==> src/rtl/sslc_map.svh <==
`ifndef SSLC_MAP_SVH
`define SSLC_MAP_SVH

// Word and latch select layout
`define SSLC_WORD_W        24
`define SSLC_SEL_CTRL      2'h0
`define SSLC_SEL_REF       2'h1
`define SSLC_SEL_FB        2'h2
`define SSLC_SEL_TEST      2'h3

// Control latch fields
`define SSLC_CTL_CLEAR_BIT 4
`define SSLC_CTL_MON_LSB   5
`define SSLC_CTL_CORE_LSB  2
`define SSLC_CTL_GAIN_BIT  10
`define SSLC_CTL_RESET     24'h000000

// Feedback latch fields
`define SSLC_FB_CNT_LSB    8
`define SSLC_FB_GAIN_BIT   21
`define SSLC_FB_MIN        13'h0003
`define SSLC_FB_RESET      13'h0003

// Reference latch fields
`define SSLC_REF_CNT_LSB   2
`define SSLC_REF_ABP_LSB   16
`define SSLC_REF_LDP_BIT   18
`define SSLC_REF_TEST_BIT  19
`define SSLC_REF_BSC_LSB   20
`define SSLC_REF_RESET     14'h0001

// Lock detect: phase window and cycle counts
`define SSLC_LOCK_WIN_NS   15
`define SSLC_CLK_NS        10
`define SSLC_LOCK_WIN_CYC  (`SSLC_LOCK_WIN_NS / `SSLC_CLK_NS)
`define SSLC_LOCK_FINE     3'h5
`define SSLC_LOCK_COARSE   3'h3

// Monitor select codes
`define SSLC_MON_LOW       3'h0
`define SSLC_MON_LOCK      3'h1
`define SSLC_MON_FBDIV     3'h2
`define SSLC_MON_HIGH      3'h3
`define SSLC_MON_REFDIV    3'h4
`define SSLC_MON_BANDCLK   3'h5
`define SSLC_MON_SDATA     3'h6
`define SSLC_MON_GND       3'h7

`endif

==> src/rtl/sslc_pkg.sv <==
package sslc_pkg;

    // Decoded configuration handed to the synthesizer core
    typedef struct packed {
        logic [2:0]  monitor_select_field;
        logic        counter_clear;
        logic [1:0]  core_power_field;
        logic        pump_gain_select;
        logic [12:0] feedback_count;
        logic [13:0] reference_divide_ratio;
        logic [1:0]  backlash_pulse_width;
        logic        lock_precision_bit;
        logic        factory_test_bit;
        logic [1:0]  band_clock_divider;
    } sslc_cfg_t;

    typedef enum logic [1:0] {
        SSLC_LK_HUNT = 2'b01,
        SSLC_LK_LOCK = 2'b10
    } sslc_lock_t;

endpackage : sslc_pkg

==> src/rtl/sslc_divider.sv <==
`timescale 1ns/10ps
`default_nettype none

// Programmable divide-by-N with one-cycle output pulse
module sslc_divider (
    input  wire logic        clk_sys,
    input  wire logic        rst_n,
    input  wire logic        clear,
    input  wire logic        tick,
    input  wire logic [13:0] ratio,
    output logic             pulse
);
    logic [13:0] cnt_r;
    logic [13:0] cnt_nxt;
    logic        pulse_r;
    logic        pulse_nxt;

    // ----------------------------------------
    // Count input ticks, wrap at ratio
    // ----------------------------------------
    always_comb begin
        cnt_nxt   = cnt_r;
        pulse_nxt = 1'b0;
        if (clear) begin
            cnt_nxt = 14'h0000;
        end else if (tick) begin
            if (cnt_r + 14'h0001 >= ratio) begin
                cnt_nxt   = 14'h0000;
                pulse_nxt = 1'b1;
            end else begin
                cnt_nxt = cnt_r + 14'h0001;
            end
        end
    end

    always_ff @(posedge clk_sys or negedge rst_n) begin
        if (!rst_n) begin
            cnt_r   <= 14'h0000;
            pulse_r <= 1'b0;
        end else begin
            cnt_r   <= cnt_nxt;
            pulse_r <= pulse_nxt;
        end
    end

    assign pulse = pulse_r;

endmodule : sslc_divider

`default_nettype wire

==> src/rtl/sslc_latch_config.sv <==
`timescale 1ns/10ps
`default_nettype none
`include "sslc_map.svh"

module sslc_latch_config (
    input  wire logic                clk_sys,
    input  wire logic                rst_n,
    input  wire logic                serial_clk,
    input  wire logic                serial_data,
    input  wire logic                load_strobe,
    input  wire logic                ref_in,
    input  wire logic                osc_in,
    input  wire logic                chip_enable,
    output logic                     monitor_output_pin,
    output logic                     lock_detect,
    output logic                     ref_div_pulse,
    output logic                     fb_div_pulse,
    output logic                     band_clk_pulse,
    output var sslc_pkg::sslc_cfg_t  cfg
);
    import sslc_pkg::*;

    // ----------------------------------------
    // Pin synchronisers
    // ----------------------------------------
    // Three flops per pin; levels read the second stage, edges the second and third
    logic [5:0] sync1_r;
    logic [5:0] sync2_r;
    logic [5:0] sync_prev_r;

    always_ff @(posedge clk_sys or negedge rst_n) begin
        if (!rst_n) begin
            // Strobe stages start high: an idle-high strobe gives no false load
            sync1_r     <= 6'h04;
            sync2_r     <= 6'h04;
            sync_prev_r <= 6'h04;
        end else begin
            sync1_r     <= {chip_enable, osc_in, ref_in, load_strobe, serial_data, serial_clk};
            sync2_r     <= sync1_r;
            sync_prev_r <= sync2_r;
        end
    end

    logic sclk_rise;
    logic load_rise;
    logic ref_rise;
    logic osc_rise;
    logic sdata_s;
    logic ce_s;

    assign sclk_rise = sync2_r[0] & ~sync_prev_r[0];
    assign sdata_s   = sync2_r[1];
    assign load_rise = sync2_r[2] & ~sync_prev_r[2];
    assign ref_rise  = sync2_r[3] & ~sync_prev_r[3];
    assign osc_rise  = sync2_r[4] & ~sync_prev_r[4];
    assign ce_s      = sync2_r[5];

    // ----------------------------------------
    // Shift register and latches
    // ----------------------------------------
    logic [23:0] shift_r,  shift_nxt;
    logic [23:0] ctrl_r,   ctrl_nxt;
    logic [23:0] refl_r,   refl_nxt;
    logic [12:0] fbcnt_r,  fbcnt_nxt;
    logic        gain_r,   gain_nxt;

    // Shift stays alive while disabled, as in power-down
    always_comb begin
        shift_nxt = shift_r;
        ctrl_nxt  = ctrl_r;
        refl_nxt  = refl_r;
        fbcnt_nxt = fbcnt_r;
        gain_nxt  = gain_r;
        if (sclk_rise) begin
            shift_nxt = {shift_r[22:0], sdata_s};
        end
        if (load_rise) begin
            case (shift_r[1:0])
                `SSLC_SEL_CTRL: begin
                    ctrl_nxt = shift_r;
                    gain_nxt = shift_r[`SSLC_CTL_GAIN_BIT];
                end
                `SSLC_SEL_REF: begin
                    refl_nxt = shift_r;
                end
                `SSLC_SEL_FB: begin
                    // Below-minimum counts are clamped so the divider never stalls
                    fbcnt_nxt = (shift_r[20:8] < `SSLC_FB_MIN) ? `SSLC_FB_MIN
                                                               : shift_r[20:8];
                    gain_nxt  = shift_r[`SSLC_FB_GAIN_BIT];
                end
                default: begin
                    // Test latch not modelled: contents ignored
                end
            endcase
        end
    end

    always_ff @(posedge clk_sys or negedge rst_n) begin
        if (!rst_n) begin
            shift_r <= 24'h000000;
            ctrl_r  <= `SSLC_CTL_RESET;
            refl_r  <= {8'h00, `SSLC_REF_RESET, 2'h1};
            fbcnt_r <= `SSLC_FB_RESET;
            gain_r  <= 1'b0;
        end else begin
            shift_r <= shift_nxt;
            ctrl_r  <= ctrl_nxt;
            refl_r  <= refl_nxt;
            fbcnt_r <= fbcnt_nxt;
            gain_r  <= gain_nxt;
        end
    end

    // ----------------------------------------
    // Field decode
    // ----------------------------------------
    logic [13:0] ref_ratio;
    logic        ctr_clear;

    // Zero ratio would wrap on every tick; treat it as the minimum of one
    assign ref_ratio = (refl_r[15:2] == 14'h0000) ? 14'h0001 : refl_r[15:2];

    always_comb begin
        cfg.monitor_select_field   = ctrl_r[7:5];
        cfg.counter_clear          = ctrl_r[`SSLC_CTL_CLEAR_BIT];
        cfg.core_power_field       = ctrl_r[3:2];
        cfg.pump_gain_select       = gain_r;
        cfg.feedback_count         = fbcnt_r;
        cfg.reference_divide_ratio = ref_ratio;
        cfg.backlash_pulse_width   = refl_r[17:16];
        cfg.lock_precision_bit     = refl_r[`SSLC_REF_LDP_BIT];
        cfg.factory_test_bit       = refl_r[`SSLC_REF_TEST_BIT];
        cfg.band_clock_divider     = refl_r[21:20];
    end

    // Dividers are held while cleared or while the chip is disabled
    assign ctr_clear = ctrl_r[`SSLC_CTL_CLEAR_BIT] | ~ce_s;

    // ----------------------------------------
    // Reference and feedback dividers
    // ----------------------------------------
    sslc_divider u_ref_div (
        .clk_sys (clk_sys),
        .rst_n   (rst_n),
        .clear   (ctr_clear),
        .tick    (ref_rise),
        .ratio   (ref_ratio),
        .pulse   (ref_div_pulse)
    );

    sslc_divider u_fb_div (
        .clk_sys (clk_sys),
        .rst_n   (rst_n),
        .clear   (ctr_clear),
        .tick    (osc_rise),
        .ratio   ({1'b0, fbcnt_r}),
        .pulse   (fb_div_pulse)
    );

    // ----------------------------------------
    // Band clock divider
    // ----------------------------------------
    // Code 0 passes the reference output; others divide by 2, 4 or 8
    logic [2:0] band_cnt_r, band_cnt_nxt;
    logic       band_r,     band_nxt;
    logic [2:0] band_mask;

    always_comb begin
        case (refl_r[21:20])
            2'h1:    band_mask = 3'h1;
            2'h2:    band_mask = 3'h3;
            2'h3:    band_mask = 3'h7;
            default: band_mask = 3'h0;
        endcase
        band_cnt_nxt = band_cnt_r;
        band_nxt     = 1'b0;
        if (ctr_clear) begin
            band_cnt_nxt = 3'h0;
        end else if (ref_div_pulse) begin
            band_cnt_nxt = (band_cnt_r + 3'h1) & band_mask;
            band_nxt     = ((band_cnt_r & band_mask) == band_mask);
        end
    end

    always_ff @(posedge clk_sys or negedge rst_n) begin
        if (!rst_n) begin
            band_cnt_r <= 3'h0;
            band_r     <= 1'b0;
        end else begin
            band_cnt_r <= band_cnt_nxt;
            band_r     <= band_nxt;
        end
    end

    assign band_clk_pulse = band_r;

    // ----------------------------------------
    // Lock detect
    // ----------------------------------------
    // Phase error measured as sys cycles between divider pulses
    sslc_lock_t  lk_r,   lk_nxt;
    logic [3:0]  gap_r,  gap_nxt;
    logic        arm_r,  arm_nxt;
    logic [2:0]  good_r, good_nxt;
    logic [2:0]  need;

    // Good-pair counter step, saturating at the top
    function automatic logic [2:0] sat_inc3(input logic [2:0] v);
        sat_inc3 = (v == 3'h7) ? v : v + 3'h1;
    endfunction : sat_inc3

    assign need = refl_r[`SSLC_REF_LDP_BIT] ? `SSLC_LOCK_FINE : `SSLC_LOCK_COARSE;

    always_comb begin
        lk_nxt   = lk_r;
        gap_nxt  = gap_r;
        arm_nxt  = arm_r;
        good_nxt = good_r;
        case (lk_r)
            SSLC_LK_HUNT: begin
                if (good_r >= need) begin
                    lk_nxt = SSLC_LK_LOCK;
                end
            end
            SSLC_LK_LOCK: begin
            end
            default: begin
                lk_nxt = SSLC_LK_HUNT;
            end
        endcase
        // Clear and a bad pair come last so they beat a pending lock step
        if (ctr_clear) begin
            lk_nxt   = SSLC_LK_HUNT;
            arm_nxt  = 1'b0;
            good_nxt = 3'h0;
            gap_nxt  = 4'h0;
        end else if (ref_div_pulse ^ fb_div_pulse) begin
            if (arm_r) begin
                // Second edge of a pair arrived: judge the gap
                arm_nxt = 1'b0;
                if (gap_r <= 4'(`SSLC_LOCK_WIN_CYC)) begin
                    good_nxt = sat_inc3(good_r);
                end else begin
                    good_nxt = 3'h0;
                    lk_nxt   = SSLC_LK_HUNT;
                end
            end else begin
                arm_nxt = 1'b1;
                gap_nxt = 4'h0;
            end
        end else if (ref_div_pulse & fb_div_pulse) begin
            good_nxt = sat_inc3(good_r);
            arm_nxt  = 1'b0;
        end else if (arm_r) begin
            gap_nxt = (gap_r == 4'hF) ? gap_r : gap_r + 4'h1;
        end
    end

    always_ff @(posedge clk_sys or negedge rst_n) begin
        if (!rst_n) begin
            lk_r   <= SSLC_LK_HUNT;
            gap_r  <= 4'h0;
            arm_r  <= 1'b0;
            good_r <= 3'h0;
        end else begin
            lk_r   <= lk_nxt;
            gap_r  <= gap_nxt;
            arm_r  <= arm_nxt;
            good_r <= good_nxt;
        end
    end

    assign lock_detect = (lk_r == SSLC_LK_LOCK);

    // ----------------------------------------
    // Monitor output multiplexer
    // ----------------------------------------
    logic mon_nxt, mon_r;

    always_comb begin
        case (ctrl_r[7:5])
            `SSLC_MON_LOCK:    mon_nxt = lock_detect;
            `SSLC_MON_FBDIV:   mon_nxt = fb_div_pulse;
            `SSLC_MON_HIGH:    mon_nxt = 1'b1;
            `SSLC_MON_REFDIV:  mon_nxt = ref_div_pulse;
            `SSLC_MON_BANDCLK: mon_nxt = band_r;
            `SSLC_MON_SDATA:   mon_nxt = sdata_s;
            default:           mon_nxt = 1'b0;
        endcase
    end

    always_ff @(posedge clk_sys or negedge rst_n) begin
        if (!rst_n) begin
            mon_r <= 1'b0;
        end else begin
            mon_r <= mon_nxt;
        end
    end

    assign monitor_output_pin = mon_r;

endmodule : sslc_latch_config

`default_nettype wire

==> config.mk <==
export PLATFORM = sky130hd
export DESIGN_NAME = sslc_latch_config
export DESIGN_NICKNAME = d
export VERILOG_FILES = /design/src/rtl/sslc_pkg.sv /design/src/rtl/sslc_divider.sv /design/src/rtl/sslc_latch_config.sv
export VERILOG_INCLUDE_DIRS = /design/src /design/src/rtl
export SDC_FILE = /design/constraint.sdc
export NUM_CORES = 1
export LEC_CHECK = 0
export BUFFER_PORTS_ARGS = -buffer_cell sky130_fd_sc_hd__buf_2
export CAP_MARGIN = 25
export CORE_UTILIZATION = 60
export DETAILED_ROUTE_END_ITERATION = 8
export PLACE_DENSITY = 0.8
export SYNTH_ARGS = -nofsm -noshare
export SYNTH_HDL_FRONTEND = slang
export SYNTH_SLANG_ARGS = --single-unit
==> constraint.sdc <==
create_clock -name clk_sys -period 5.5 [get_ports clk_sys]
set_input_delay 0 -clock clk_sys [delete_from_list [all_inputs] [get_ports clk_sys]]
set_output_delay 0 -clock clk_sys [all_outputs]
set_load 0.005 [all_outputs]
### Word level (Yosys, flattened, before mapping)

Index checks and enable logic that the tools add are counted.
W data, S select, Z words.

* flip-flop bits (word level): 128
* input port bits: 8
* output and inout bits: 45
* word-level logic and storage cells: 121

* $add $sub $neg: 5
* order comparisons: 5
* eq/ne operators: 20
* mux-type cells: 44
* bitwise logic cells: 14
* reduce and logical (&&, ||, !) cells: 14

Operator list (number)
* $mux W14: 7
* $add A14 B1 Y14 const B: 2
* $mux W3: 9
* $mux W4: 6
* $ge A14 B13 Y1: 1
* $ge A14 B14 Y1: 1
* $logic_not A14 Y1: 1
* $lt A13 B2 Y1 const B: 1
* $mux W13: 1
* $eq A3 B3 Y1 const B: 4
* $mux W1: 12
* $ne A3 B3 Y1 const B: 4
* $mux W2: 5
* $reduce_and A2 Y1: 5
* $pmux W3 S3: 1
* $eq A2 B2 Y1 const B: 4
* $reduce_bool A2 Y1: 4
* $add A3 B1 Y3 const B: 2
* $and A3 B3 Y3: 2
* $eq A2 B1 Y1 const B: 3
* $eq A3 B2 Y1 const B: 2
* $pmux W1 S6: 1
* $reduce_bool A3 Y1: 2
* $and A1 B1 Y1: 5
* 13 further kinds: 17

### Logic depth before layout (Yosys ltp)

* depth after elaboration: 8
* depth in mapped cells: 14
* gate-level depth less buffers: 13

### Modules after synthesis

Synthesis repeated with hierarchy kept, for this count alone.

* cells, all modules: 611
* area, all modules: 6528.8 sq um

By module, submodules not included
* sslc_latch_config: instances 1, cells each 299, area each 3896.2 sq um
* sslc_divider at u_fb_div: instances 1, cells each 154, area each 1326.3 sq um
* sslc_divider at u_ref_div: instances 1, cells each 158, area each 1306.3 sq um

### Worst setup path after synthesis

Ideal clock, no wire load.

* path kind: register -> register
* start point: reg u_ref_div.cnt_r[2]
* end point: reg u_ref_div.cnt_r[9]
* setup time: 0.082 ns
* data arrival time: 3.014 ns
* path slack: 2.404 ns
* stages on the path, launching flop included: 15
* clock period less this slack: 3.096 ns
* cells stage by stage: dfrtp_1 -> and3_1 -> and3_1 -> and3_1 -> and3_1 -> xor2_1 -> ha_1 -> a21oi_1 -> o21ai_0 -> or4_1 -> o22ai_2 -> buf_6 -> buf_8 -> a21oi_1 -> a31oi_1

* word-level cells in the longest chain between the ends: 5

RTL lines
* start, declared: RTL line sslc_divider.sv:13 `logic [13:0] cnt_r;`
* start signal, assigned: RTL line sslc_divider.sv:41 `cnt_r <= cnt_nxt;`
* $add A14 B1 Y14 *: RTL line sslc_divider.sv:27, sslc_divider.sv:31
* $ge A14 B14 Y1: RTL line sslc_divider.sv:27 `if (cnt_r + 14'h0001 >= ratio) begin`
* $mux W14 *: RTL line sslc_divider.sv:27
* $mux W14 *: RTL line sslc_divider.sv:26 `end else if (tick) begin`
* $mux W14 *: RTL line sslc_divider.sv:24 `if (clear) begin`

Mark *: on every way between the ends. The rest lies on a longest branch, timed or not. The select of a mux whose other input is x is not followed.
A chain may end at the register's enable or synchronous reset.

### Worst setup path in the final report

* start point: reg u_ref_div.cnt_r[2]
* end point: reg u_ref_div.cnt_r[5]

Same word-level chain as after synthesis.

==> reports/metrics.cfg <==
[global_routing]
grt_max_degree=83
grt_util_met2_pct=46.1
grtUsageTotal_pct=27.5
grt_pass1_vias=4495
gr-total-overflow=0
grt_use_met3_pct=6.65
grt_pass1_wl_um=21700
grt_use_met1_pct=33.7
top_usage_layer=met2
antenna_found_initial=0

[status]
status=complete, but fails checks
violations=hold timing

[power]
internal-power_mw=2.05
vdd.ir_drop.worst_mv=0.363
p_per_area_nw_per_um2=418
p_seq_share_pct=41.4
pwr-share-clk_pct=38.3
switching_power_uw=926
switching_share_pct=31.1
combPwrFrac_pct=20.3
p_leak_nw=3.50

[cells_and_area]
syn2layout_area_growth_pct=15.8
n_antenna_cell=0
fin_nets=673
layout_common_cells=dfrtp_1 (116), nand2_1 (53), buf_2 (51), o21ai_0 (40), ha_1 (40)
fillCellCount=687
mostFrequentLayoutCell=dfrtp_1
seq_area_um2=3090
drive_gt1_share_pct=21.9
multi_input_area_um2=2740

[setup_path]
crit_buf_inv=0
start_kind=flop
critPathSlowestCell=o22ai_2
r2r-end=u_ref_div.cnt_r[5]
crit_path_frequent_cell=and3_1
cp.depth=12
path_class=reg2reg
slowest_delay_ns=0.66
crit_family=simple AND/OR/NAND/NOR gates
crit_required_ns=5.94
cp-end-kind=flop
cp.arrival_ns=4.39
r2r_start=u_ref_div.cnt_r[2]
r2r_setup_slack_ns=1.55
worstPathMaxFanout=22
path_cells=and3_1 > and3_1 > and3_1 > and3_1 > xor2_1 > ha_1 > a21oi_1 > o21ai_0 > or4_1 > o22ai_2 > or2b_1 > a31oi_1
worst_r2r_path_depth=12

[floorplan]
rows=36
die-area_um2=10700
die_w_um=103
die_h_um=103
fp.coreArea_um2=9860
io_pins=53
start_util_pct=62.3

[logic_synthesis]
yosysSeqAreaShare_pct=50.2
synth_top_area_share_pct=47.2
syn_nets=630
synth-edff-count=0
yosysWarnings=0
synth_ff_type=dfrtp_1
async_flop_share_pct=100
synth_area_leader_cell=dfrtp_1
synth_cells=582
synth_area_um2=6150
ys_types=59
synth.area.top_cells=dfrtp_1 (47%), ha_1 (8.1%), mux2_2 (6.2%)
synth_seq_cells=123
syn_avg_cell_area_um2=10.6

[timing]
whs_ns=-0.00587
slew_viol_final=0
period_share_pct=71.9
slew_headroom_pct=28.1
setup_viol=0
setup_tns_ns=0
rsz0062_at_grt=false
hold_violations=10
worst_slew_pin_slew_ns=1.07
skew_ns=0.00952
post-route-worst-setup-slack_ns=1.55
period_needed_ns=3.95
fmax_ghz=0.253

[placement]
io_buffers=52
gp_congestion=0.886
place_hpwl_um=8720
dpl_worst_slack_ns=1.68

[job]
cap_violations=0

[worst_hold_path]
hold_path.class=in2async

[route]
post_drt_wl_per_cell_um=17.2
drt_wl_total_um=13300
dr.pass1.iters=4
drt-vias-per-instance=5.84
remaining_drc_errors=0
drt_iter0_markers=235
ant_nets=0
vias=4501

[clock_tree]
cts_resized=0
clk_pin_slew_ns=0.06
cts-buffers-inserted=17
clk_path_buf_depth=2
insertion_delay_ns=0.54
cts_max_level=4
cts_tree=done
cts-root-buf=clkbuf_8
cts.sinks=123

==> cell families after synthesis <==
logic type	synth area share (%)
flops	50.2
mux	6.88
buf+inv	5.48
simple gates	14.1
xor+xnor	3.28
compound gates	11.9
fa+ha+maj	8.14
==> area by class of cell <==
| class | count | area share (%) |
|---|---|---|
| clock buffers | 18 | 5.87 |
| repair buffers | 64 | 5.54 |
| flip-flops and latches | 123 | 43.3 |
| multi-input cells | 384 | 38.5 |
| clock inverters | 14 | 2.57 |
| well taps | 133 | 2.34 |
| inverters | 35 | 1.85 |
==> Yosys cell counts, types with 3 or more instances <==
library cell and instances:
nand4_1 6, a32o_1 6, a21o_1 4, buf_4 7, xnor2_1 11, mux2_2 34
nand3_1 20, nor3b_1 3, and3_1 13, mux2i_1 4, a22o_1 5, ha_1 40
nor2b_1 6, a21oi_1 31, xor2_1 12, dfrtp_1 116, nor3_1 6, nor2_1 25
dfstp_2 7, o21ai_0 40, nor4_1 4, inv_1 35, or2b_1 5, clkbuf_1 26
nand2_1 53, nand2b_1 8, a31oi_1 13
==> per-layer routing <==
layer | vias to the layer above | share of wire [%]
met5 | - | 0
met3 | 34 | 4.6
met4 | 0 | 2.5
met1 | 2221 | 42
li1 | 2123 | -
met2 | 123 | 51
==> worst register-to-register path: cells and delay by family, from the launching register on <==
| family | cells | cell delay, ns |
|---|---|---|
| AO/OA/AOI/OAI | 4 | 1.18 |
| XOR/XNOR | 1 | 0.18 |
| AND/OR/NAND/NOR | 6 | 1.80 |
| flip-flops | 1 | 0.43 |
| adder cells (fa/ha/maj) | 1 | 0.27 |
==> stage by stage <==
step | utilization (%) | area (um^2) | total power [mW] | instances | hold slack, ns
after floorplan | - | 6150 | 1.61 | 582 | -0.296
after global placement | 64.9 | 6400 | 1.79 | 729 | 0.00586
after detailed placement | 65.0 | 6410 | 1.83 | 730 | 0.0157
after CTS | 71.8 | 7080 | 2.98 | 769 | 0.0163
after global routing | 72.2 | 7120 | 3.13 | 771 | 0.0465
final | 72.2 | 7120 | 2.98 | 771 | -0.00587
==> worst max-delay path by stage <==
stage | from | end | slack [ns]
4_1_cts | u_ref_div.cnt_r[2] | u_ref_div.cnt_r[5] | 1.59
5_1_grt | u_ref_div.cnt_r[2] | u_ref_div.cnt_r[5] | 1.26
3_5_place_dp | u_ref_div.cnt_r[2] | u_ref_div.cnt_r[13] | 1.68
2_1_floorplan | u_ref_div.cnt_r[2] | u_ref_div.cnt_r[9] | 2.40
3_3_place_gp | u_ref_div.cnt_r[2] | u_ref_div.cnt_r[2] | 1.88
6_report | u_ref_div.cnt_r[2] | u_ref_div.cnt_r[5] | 1.55
==> registers in the layout, indices dropped and copies added (netlist names), 2 cells and up <==
register and count:
lk_r 2, refl_r 20, sync_prev_r 4, band_cnt_r 3, u_fb_div.cnt_r 14, sync2_r 6, ctrl_r 6, good_r 3
u_ref_div.cnt_r 14, fbcnt_r 13, gap_r 4, shift_r 22, sync1_r 6
==> power groups by stage <==
stage	sequential [mW]	clock, mW	combinational (mW)
floorplan	1.19	0	0.418
global placement	1.23	0	0.559
detailed placement	1.24	0	0.588
CTS	1.23	1.15	0.599
global route	1.26	1.19	0.681
finish	1.23	1.14	0.603
==> what timing repair did <==
action | 4_1_cts | 5_1_grt
buffers inserted | 0 | 0
hold buffers | 7 | 0
endpoints found under the hold margin | 47 | 0
Note: power is estimated with default switching activity, not from simulation.
